--- config.mk ---
export PLATFORM = sky130hd
export DESIGN_NAME = ulf_top
export DESIGN_NICKNAME = d
export VERILOG_FILES = /design/src/rtl/ulf_fmt.v /design/src/rtl/ulf_top.v
export VERILOG_INCLUDE_DIRS = /design/src /design/src/rtl
export SDC_FILE = /design/constraint.sdc
export NUM_CORES = 1
export LEC_CHECK = 0
export BUFFER_PORTS_ARGS = -buffer_cell sky130_fd_sc_hd__buf_4
export CAP_MARGIN = 20
export CORE_MARGIN = 2
export CORE_UTILIZATION = 30
export CTS_CLUSTER_DIAMETER = 30
export DETAILED_ROUTE_END_ITERATION = 10
export SYNTH_ARGS = -nofsm -noshare
export SYNTH_HDL_FRONTEND = slang
export SYNTH_SLANG_ARGS = --single-unit
export TNS_END_PERCENT = 10
--- constraint.sdc ---
create_clock -name i_sys_clk -period 3.4 [get_ports i_sys_clk]
set_input_delay 0.68 -clock i_sys_clk [delete_from_list [all_inputs] [get_ports i_sys_clk]]
set_output_delay 0.68 -clock i_sys_clk [all_outputs]
set_load 0.005 [all_outputs]
--- src/rtl/ulf_defs.vh ---
`ifndef ULF_DEFS_VH
`define ULF_DEFS_VH
// ----------------------------------------
// Register map (word index, byte addr = 4*index)
// ----------------------------------------
`define ULF_ADDR_W 4
`define ULF_IDX_LINE_CTRL 4'h3
`define ULF_IDX_MODEM_CTRL 4'h4
`define ULF_IDX_DIV_LOW 4'h0
`define ULF_IDX_DIV_HIGH 4'h1
`define ULF_IDX_STATE 4'h7
`define ULF_IDX_TX_DATA 4'h8
`define ULF_IDX_RX_DATA 4'h9
// ----------------------------------------
// Line control fields
// ----------------------------------------
`define ULF_LC_DLS_LO 0
`define ULF_LC_DLS_HI 1
`define ULF_LC_STOP 2
`define ULF_LC_PEN 3
`define ULF_LC_EPS 4
`define ULF_LC_BC 6
`define ULF_LC_DIVISOR_ACCESS_BIT 7
`define ULF_LC_RESET 8'h00
`define ULF_LC_FMT_MASK 8'h1f
// ----------------------------------------
// Modem control fields
// ----------------------------------------
`define ULF_MC_LB 4
`define ULF_MC_SIR 6
`define ULF_MC_RESET 8'h00
// ----------------------------------------
// Timing
// ----------------------------------------
`define ULF_DIV_RESET 16'h0001
`define ULF_OVS 16
`define ULF_HALF_OVS 8
`endif

--- src/rtl/ulf_fmt.v ---
`timescale 1ns/1ps
// Decodes character format from line control bits
module ulf_fmt (
	input wire [1:0] i_dls, // Data length code
	input wire i_stop, // Stop select
	output wire [3:0] o_data_bits, // Data bits 5..8
	output wire [5:0] o_stop_ticks // Stop length in oversample ticks
);
	assign o_data_bits = {2'b00, i_dls} + 4'h5;
	// 16, 24 for 1.5 at five bits, 32 otherwise
	assign o_stop_ticks = !i_stop ? 6'h10 : (i_dls == 2'b00 ? 6'h18 : 6'h20);
endmodule

--- src/rtl/ulf_top.v ---
`timescale 1ns/1ps
`include "ulf_defs.vh"
module ulf_top (
	input wire i_sys_clk, // Clock 50 MHz
	input wire i_sys_rst, // Sync reset, active high
	input wire i_ce, // Clock enable
	input wire [`ULF_ADDR_W-1:0] i_addr, // Word index
	input wire [15:0] i_wdata, // Write data
	input wire i_wr, // Write strobe
	input wire i_rd, // Read strobe
	output reg [15:0] o_rdata_q, // Read data, cycle after strobe
	input wire i_rx_pin, // Serial input pin
	input wire i_sir_in, // Infrared input pin
	output reg o_tx_q, // Serial output pin
	output reg o_sir_out_n_q, // Infrared output, active low
	output reg o_rx_valid_q, // Received character pulse
	output reg o_parity_err_q, // Parity error with character
	output reg o_frame_err_q // Framing error with character
);
	// ----------------------------------------
	// Registers
	// ----------------------------------------
	reg [7:0] lc_q;
	reg [7:0] mc_q;
	reg [15:0] div_q;
	reg [7:0] thr_q;
	reg thr_full_q;
	reg [7:0] rbr_q;
	reg [1:0] rx_sync_q;
	reg [1:0] sir_sync_q;
	wire [3:0] data_bits;
	wire [5:0] stop_ticks;
	wire busy;
	wire lb = mc_q[`ULF_MC_LB];
	wire sir = mc_q[`ULF_MC_SIR];
	wire brk = lc_q[`ULF_LC_BC];
	wire divisor_access_bit = lc_q[`ULF_LC_DIVISOR_ACCESS_BIT];

	function sel;
		input [`ULF_ADDR_W-1:0] a;
		input [`ULF_ADDR_W-1:0] idx;
		sel = (a == idx);
	endfunction

	ulf_fmt u_fmt (
		.i_dls(lc_q[`ULF_LC_DLS_HI:`ULF_LC_DLS_LO]),
		.i_stop(lc_q[`ULF_LC_STOP]),
		.o_data_bits(data_bits),
		.o_stop_ticks(stop_ticks)
	);

	// ----------------------------------------
	// Oversample tick
	// ----------------------------------------
	reg [15:0] baud_cnt_q;
	reg tick_q;
	always @(posedge i_sys_clk) begin
		if (i_sys_rst) begin
			baud_cnt_q <= 16'h0000;
			tick_q <= 1'b0;
		end else if (i_ce) begin
			tick_q <= 1'b0;
			if (baud_cnt_q + 16'h0001 >= div_q) begin
				baud_cnt_q <= 16'h0000;
				tick_q <= 1'b1;
			end else begin
				baud_cnt_q <= baud_cnt_q + 16'h0001;
			end
		end
	end

	// ----------------------------------------
	// Transmitter
	// ----------------------------------------
	localparam TX_IDLE = 5'b00001;
	localparam TX_START = 5'b00010;
	localparam TX_DATA = 5'b00100;
	localparam TX_PAR = 5'b01000;
	localparam TX_STOP = 5'b10000;
	reg [4:0] tx_st_q;
	reg [5:0] tx_tick_q;
	reg [2:0] tx_bit_q;
	reg [7:0] tx_sh_q;
	reg tx_par_q;
	reg tx_line_q;
	// Format is sampled per bit; busy lock keeps it stable mid-character
	always @(posedge i_sys_clk) begin
		if (i_sys_rst) begin
			tx_st_q <= TX_IDLE;
			tx_tick_q <= 6'h00;
			tx_bit_q <= 3'h0;
			tx_sh_q <= 8'h00;
			tx_par_q <= 1'b0;
			tx_line_q <= 1'b1;
		end else if (i_ce && tick_q) begin
			case (tx_st_q)
			TX_IDLE: begin
				tx_line_q <= 1'b1;
				tx_tick_q <= 6'h00;
				if (thr_full_q) begin
					tx_sh_q <= thr_q;
					tx_par_q <= ~lc_q[`ULF_LC_EPS];
					tx_line_q <= 1'b0;
					tx_st_q <= TX_START;
				end
			end
			TX_START: begin
				tx_tick_q <= tx_tick_q + 6'h01;
				if (tx_tick_q == `ULF_OVS - 1) begin
					tx_tick_q <= 6'h00;
					tx_bit_q <= 3'h0;
					tx_line_q <= tx_sh_q[0];
					tx_st_q <= TX_DATA;
				end
			end
			TX_DATA: begin
				tx_tick_q <= tx_tick_q + 6'h01;
				if (tx_tick_q == `ULF_OVS - 1) begin
					tx_tick_q <= 6'h00;
					tx_par_q <= tx_par_q ^ tx_sh_q[0];
					tx_sh_q <= {1'b0, tx_sh_q[7:1]};
					tx_bit_q <= tx_bit_q + 3'h1;
					if ({1'b0, tx_bit_q} == data_bits - 4'h1) begin
						if (lc_q[`ULF_LC_PEN]) begin
							tx_line_q <= tx_par_q ^ tx_sh_q[0];
							tx_st_q <= TX_PAR;
						end else begin
							tx_line_q <= 1'b1;
							tx_st_q <= TX_STOP;
						end
					end else begin
						tx_line_q <= tx_sh_q[1];
					end
				end
			end
			TX_PAR: begin
				tx_tick_q <= tx_tick_q + 6'h01;
				if (tx_tick_q == `ULF_OVS - 1) begin
					tx_tick_q <= 6'h00;
					tx_line_q <= 1'b1;
					tx_st_q <= TX_STOP;
				end
			end
			TX_STOP: begin
				tx_tick_q <= tx_tick_q + 6'h01;
				if (tx_tick_q == stop_ticks - 6'h01) begin
					tx_tick_q <= 6'h00;
					tx_st_q <= TX_IDLE;
				end
			end
			default: tx_st_q <= TX_IDLE;
			endcase
		end
	end

	// Serial output after break forcing
	wire sout = tx_line_q & ~brk;
	reg [3:0] sir_cnt_q;
	always @(posedge i_sys_clk) begin
		if (i_sys_rst) begin
			sir_cnt_q <= 4'h0;
		end else if (i_ce && tick_q) begin
			sir_cnt_q <= sir_cnt_q + 4'h1;
		end
	end
	// Infrared: low pulse 3/16 of a zero bit
	wire sir_pulse = (sir_cnt_q >= 4'h7) && (sir_cnt_q <= 4'h9);

	// ----------------------------------------
	// Receiver
	// ----------------------------------------
	always @(posedge i_sys_clk) begin
		if (i_sys_rst) begin
			rx_sync_q <= 2'b11;
			sir_sync_q <= 2'b11;
		end else if (i_ce) begin
			rx_sync_q <= {rx_sync_q[0], i_rx_pin};
			sir_sync_q <= {sir_sync_q[0], i_sir_in};
		end
	end
	// Loopback feeds serial output back uninverted, also in infrared mode
	wire rx_in = lb ? sout : (sir ? sir_sync_q[1] : rx_sync_q[1]);

	localparam RX_IDLE = 4'b0001;
	localparam RX_DATA = 4'b0010;
	localparam RX_PAR = 4'b0100;
	localparam RX_STOP = 4'b1000;
	reg [3:0] rx_st_q;
	reg [3:0] rx_tick_q;
	reg [2:0] rx_bit_q;
	reg [7:0] rx_sh_q;
	reg rx_par_q;
	reg rx_start_q;
	always @(posedge i_sys_clk) begin
		if (i_sys_rst) begin
			rx_st_q <= RX_IDLE;
			rx_start_q <= 1'b0;
			rx_tick_q <= 4'h0;
			rx_bit_q <= 3'h0;
			rx_sh_q <= 8'h00;
			rx_par_q <= 1'b0;
			rbr_q <= 8'h00;
			o_rx_valid_q <= 1'b0;
			o_parity_err_q <= 1'b0;
			o_frame_err_q <= 1'b0;
		end else if (i_ce) begin
			o_rx_valid_q <= 1'b0;
			if (tick_q) begin
				rx_tick_q <= rx_tick_q + 4'h1;
				case (rx_st_q)
				RX_IDLE: begin
					rx_tick_q <= 4'h0;
					if (!rx_in) begin
						rx_tick_q <= 4'h0 - 4'd`ULF_HALF_OVS;
						rx_start_q <= 1'b1;
						rx_bit_q <= 3'h0;
						rx_sh_q <= 8'h00;
						rx_par_q <= ~lc_q[`ULF_LC_EPS];
						rx_st_q <= RX_DATA;
					end
				end
				RX_DATA: if (rx_tick_q == 4'hf) begin
					if (rx_start_q) begin
						// Mid start bit: a high line here was only a glitch
						rx_start_q <= 1'b0;
						if (rx_in) begin
							rx_st_q <= RX_IDLE;
						end
					end else begin
						rx_sh_q <= {rx_in, rx_sh_q[7:1]};
						rx_par_q <= rx_par_q ^ rx_in;
						rx_bit_q <= rx_bit_q + 3'h1;
						if ({1'b0, rx_bit_q} == data_bits - 4'h1) begin
							rx_st_q <= lc_q[`ULF_LC_PEN] ? RX_PAR : RX_STOP;
						end
					end
				end
				RX_PAR: if (rx_tick_q == 4'hf) begin
					o_parity_err_q <= rx_par_q ^ rx_in;
					rx_st_q <= RX_STOP;
				end
				RX_STOP: if (rx_tick_q == 4'hf) begin
					// Only first stop bit sampled; later ones seen as idle
					o_frame_err_q <= ~rx_in;
					if (!lc_q[`ULF_LC_PEN]) begin
						o_parity_err_q <= 1'b0;
					end
					rbr_q <= rx_sh_q >> (4'h8 - data_bits);
					o_rx_valid_q <= 1'b1;
					rx_st_q <= RX_IDLE;
				end
				default: rx_st_q <= RX_IDLE;
				endcase
			end
		end
	end

	assign busy = (tx_st_q != TX_IDLE) | thr_full_q | (rx_st_q != RX_IDLE);

	// ----------------------------------------
	// Register file
	// ----------------------------------------
	wire wr_lc = i_wr && sel(i_addr, `ULF_IDX_LINE_CTRL);
	always @(posedge i_sys_clk) begin
		if (i_sys_rst) begin
			lc_q <= `ULF_LC_RESET;
			mc_q <= `ULF_MC_RESET;
			div_q <= `ULF_DIV_RESET;
			thr_q <= 8'h00;
			thr_full_q <= 1'b0;
		end else if (i_ce) begin
			if (tick_q && tx_st_q == TX_IDLE && thr_full_q) begin
				thr_full_q <= 1'b0;
			end
			if (wr_lc) begin
				lc_q[`ULF_LC_BC] <= i_wdata[`ULF_LC_BC];
				if (!busy) begin
					lc_q[`ULF_LC_DIVISOR_ACCESS_BIT] <= i_wdata[`ULF_LC_DIVISOR_ACCESS_BIT];
					lc_q[4:0] <= i_wdata[4:0];
				end
			end
			if (i_wr && sel(i_addr, `ULF_IDX_MODEM_CTRL)) begin
				mc_q[`ULF_MC_LB] <= i_wdata[`ULF_MC_LB];
				mc_q[`ULF_MC_SIR] <= i_wdata[`ULF_MC_SIR];
			end
			if (i_wr && divisor_access_bit && sel(i_addr, `ULF_IDX_DIV_LOW)) begin
				div_q[7:0] <= i_wdata[7:0];
			end
			if (i_wr && divisor_access_bit && sel(i_addr, `ULF_IDX_DIV_HIGH)) begin
				div_q[15:8] <= i_wdata[7:0];
			end
			if (i_wr && !divisor_access_bit && sel(i_addr, `ULF_IDX_TX_DATA) && !thr_full_q) begin
				thr_q <= i_wdata[7:0];
				thr_full_q <= 1'b1;
			end
		end
	end

	always @(posedge i_sys_clk) begin
		if (i_sys_rst) begin
			o_rdata_q <= 16'h0000;
		end else if (i_ce) begin
			o_rdata_q <= 16'h0000;
			if (i_rd) begin
				case (i_addr)
				`ULF_IDX_LINE_CTRL: o_rdata_q <= {8'h00, lc_q};
				`ULF_IDX_MODEM_CTRL: o_rdata_q <= {8'h00, mc_q};
				`ULF_IDX_DIV_LOW: o_rdata_q <= divisor_access_bit ? {8'h00, div_q[7:0]} : 16'h0000;
				`ULF_IDX_DIV_HIGH: o_rdata_q <= divisor_access_bit ? {8'h00, div_q[15:8]} : 16'h0000;
				`ULF_IDX_STATE: o_rdata_q <= {15'h0000, busy};
				`ULF_IDX_RX_DATA: o_rdata_q <= divisor_access_bit ? 16'h0000 : {8'h00, rbr_q};
				default: o_rdata_q <= 16'h0000;
				endcase
			end
		end
	end

	// ----------------------------------------
	// Pin drive
	// ----------------------------------------
	always @(posedge i_sys_clk) begin
		if (i_sys_rst) begin
			o_tx_q <= 1'b1;
			o_sir_out_n_q <= 1'b1;
		end else if (i_ce) begin
			if (lb) begin
				o_tx_q <= 1'b1;
				o_sir_out_n_q <= 1'b0;
			end else begin
				o_tx_q <= sout;
				// Zero bits, including break, pulse the infrared line
				o_sir_out_n_q <= sir ? ~(~sout & sir_pulse) : 1'b1;
			end
		end
	end
endmodule

==> metrics.txt <==
simple-gate area share of the yosys netlist=18.3%; cell area reported after detailed placement=between 7000 and 8000 µm²; post-synthesis cell type with the largest combined area=sky130_fd_sc_hd__dfxtp_1; Synthesis Warnings=0; combinational cell fraction of total power=5.0%; average instance area after synthesis=~8.7 µm²; synthesis-stage register bit count=125; origin of the critical flop-to-flop path=baud_cnt_q[2]; # clock sinks=125; number of standard cells after synthesis=766; fraction of the yosys area taken by sequential cells=a little under two fifths; area share of xor/xnor cells in the synthesized design=~5.5%; termination of the worst setup path=baud_cnt_q[12]; CP Capture Type=flip-flop; crit path cell chain=nand3_1 -> nor3_1 -> xor2_1 -> ha_1 -> a21o_1 -> a2111oi_0 -> o2111ai_1 -> buf_4 -> a21oi_1; minimum period implied by the final worst setup slack=around 3 ns; most common flop cell mapped by yosys=sky130_fd_sc_hd__dfxtp_1; largest voltage drop on the vdd net=roughly 0.00025 V; startpoint type of the worst setup path=flip-flop; Clock Latency Late Sink=around 0.42 ns; FF-to-FF path depth=9; commonest non-fill, non-tap cell in the layout=sky130_fd_sc_hd__dfxtp_1; die width=153 µm; final-layout setup total negative slack=0 ns; compound-gate portion of the synthesized area=between 10% and 20%; Final Instance Count excl. Fillers=between 1000 and 1500; worst hold-check path type=reg -> reg; critical setup path kind=reg -> reg; count of buffers inserted at the top-level ports=31; fin area=7730 µm²; power per standard cell area=~460 nW/µm²; vertical die dimension=roughly 150 µm; Pint=approximately 2.8 mW; routed length on met1=~8200 µm; violation count after the first detailed-routing iteration=roughly 300; level count of the clock H-tree=4; effective utilization at floorplan=30.5%; sequential share of power=between 40% and 50%; die outline area=between 20000 and 25000 µm²; total core area=21800 µm²; detail-routed net length per standard cell=between 15 and 20 µm; Clock power frac=53.4%; distinct cell type count of the synthesized netlist=66; highest-count cells in the layout ignoring fill and taps=125 x sky130_fd_sc_hd__dfxtp_1, 116 x sky130_fd_sc_hd__nor2_1, 65 x sky130_fd_sc_hd__mux2i_1; Max Cap Viol=0; dominant combinational cell family by area after synthesis=simple AND/OR/NAND/NOR gates; Reg2Reg Setup Slack=0.36 ns; status=complete, no violations; vias in the first global route=around 5000; maximum buffer depth of the clock tree=2; netlist area before placement=roughly 6700 µm²; Final Total Pwr=around 3.6 mW; global-route wire length before repair=roughly 27000 µm; buffer cell driving the clock tree root=sky130_fd_sc_hd__clkbuf_16; measured slew at the worst slew-check pin=between 0.9 and 1 ns; worst max-slew margin expressed relative to the limit=approximately a third; top post-synthesis cells by area=sky130_fd_sc_hd__dfxtp_1 38%, sky130_fd_sc_hd__mux2i_1 9.8%, sky130_fd_sc_hd__nor2_1 6.5%; number of buffers inserted to repair setup after CTS=0; ratio of final minimum period to clock period=about nine tenths; worst clock skew=0.00820 ns; post-synthesis mux area share=~11%; clock-pin slew on the worst setup and hold paths=roughly 0.06 ns; fraction of post-synthesis cell area in the top cell type by area=~38%; antenna cell count=0; share of post-route cells with drive strength above 1=a little under an eighth; Synth-to-Final Area Change=16.2%; final hold violation count=0; Detailed Route WL=about 16000 µm; number of top-level pins=between 40 and 50; hold slack final=0.475 ns; WL met3=816 µm; detailed-route via count=approximately 5500; CTS Buf Count=17; Worst Hold Launch=rx_sync_q[0]; Max Fanout on Critical Path=16; max layer used=met4; GPL Wtd Cong=around 0.84; Post-synth ARST share=0%; critical register-to-register path endpoint=baud_cnt_q[12]; largest incremental delay on the critical path=0.67 ns; CP max-delay cell=sky130_fd_sc_hd__a2111oi_0; Final nets=~830; HPWL after detailed placement=about 12000 µm; clock tree from TritonCTS=yes; pin count of the biggest net entering global routing=92; leakage power=2.87 nW; grt ovf=0; antenna violations before repair=0; launch point of the critical path=baud_cnt_q[2]; Pre-antenna DRT Iters=5; number of synthesized flops with an enable pin=0; DP Cell Count=~1000; net load switching power=a little under 800 µW; synthesized-area fraction occupied by adder cells=~4.7%; post-cts hold buffer count=0; Routed Antenna Nets=0; sw frac=a little over a fifth; setup repair after global routing missed its margin=false; post-route DRC violation count=0; Routed met2 length=7080 µm; Gates resized, CTS repair=0; filler cell count in the final layout=~2200; number of placement rows=54; setup violators final=0; required time at the endpoint of the critical path=3.74 ns; number of slew-limit violations in the final report=0; critical path data arrival time=~3.4 ns; hold-critical path depth=2; average via count per standard cell=between 5 and 6; gr usage total=between 10% and 20%; FMAX=between 300 and 400 MHz
-- final cells by class --
class | count | area [µm²] | share of cell area (%)
Clock inverter | 11 | 165 | 2.14
Inverter | 25 | 93.8 | 1.21
Clock buffer | 21 | 460 | 5.96
Tap cell | 280 | 350 | 4.53
Sequential cell | 125 | 2500 | 32.4
Timing Repair Buffer | 45 | 338 | 4.37
Multi-Input combinational cell | 568 | 3820 | 49.4
-- sequential cells by signal, indices dropped and copies added, names as in the netlist, 2 cells and up --
| register | count |
|---|---|
| tx_st_q | 5 |
| o_rdata_q | 8 |
| sir_sync_q | 2 |
| baud_cnt_q | 16 |
| rx_sh_q | 8 |
| mc_q | 2 |
| rx_tick_q | 4 |
| tx_bit_q | 3 |
| tx_tick_q | 6 |
| sir_cnt_q | 4 |
| rbr_q | 8 |
| rx_sync_q | 2 |
| rx_bit_q | 3 |
| rx_st_q | 4 |
| thr_q | 8 |
| lc_q | 7 |
| tx_sh_q | 8 |
| div_q | 16 |
-- cells in the mapped netlist, drive strengths merged, types with 9 or more instances --
cell type  number
a211oi         13
nor2          117
o21ai          31
nand4           9
nand3          32
buf            27
a21oi          44
ha             25
mux2i          65
xor2           25
a22oi          15
nor3           11
o211ai         16
xnor2          17
dfxtp         125
nand2          43
clkbuf         28
nor2b           9
inv            25
-- worst min-delay path by stage --
stage,to
after floorplan,rx_sync_q[1]
after global placement,rx_sync_q[1]
after detailed placement,rx_sync_q[0]
after CTS,rx_sync_q[0]
after global routing,rbr_q[7]
final,rx_sync_q[0]
-- cells by family (layout without fill, tap and decap cells) --
| family | Yosys count | count (layout) |
|---|---|---|
| other | 1 | 8 |
| AO/OA/AOI/OAI | 165 | 165 |
| multiplexers | 70 | 70 |
| buffers and inverters | 80 | 102 |
| flip-flops | 125 | 125 |
| XOR/XNOR | 42 | 42 |
| adder cells (fa/ha/maj) | 25 | 25 |
| AND/OR/NAND/NOR | 258 | 258 |
-- power groups by stage --
stage	logic (mW)	registers, mW	clock network (mW)
final	0.180	1.49	1.92
after global routing	0.199	1.49	2.02
after CTS	0.180	1.49	1.95
after detailed placement	0.179	1.52	0
after global placement	0.178	1.52	0
after floorplan	0.120	1.52	0
-- metal layers --
metal | track usage [%] | vias to the layer above
met5 | 0 | -
met1 | 20.0 | 2568
met2 | 21.3 | 141
met4 | 5.20 | 0
met3 | 3.40 | 23
li1 | - | 2761
-- worst max-delay path, delay by kind of cell, from the launching register on --
| family | cells | cell delay [ns] |
|---|---|---|
| AOI/OAI and AO/OA | 4 | 1.20 |
| and+or+nand+nor | 2 | 0.61 |
| DFF | 1 | 0.44 |
| adders and majority gates | 1 | 0.27 |
| buffers and inverters | 1 | 0.24 |
| xor gates and xnor gates | 1 | 0.21 |
-- per-stage QoR --
stage	setup WS [ns]	util [%]
after global routing	0.0688	35.4
after global placement	0.512	32.5
after detailed placement	0.491	32.5
after CTS	0.433	35.4
final	0.359	35.4
after floorplan	0.455	-
No activity file was read; power rests on OpenSTA's default activity.
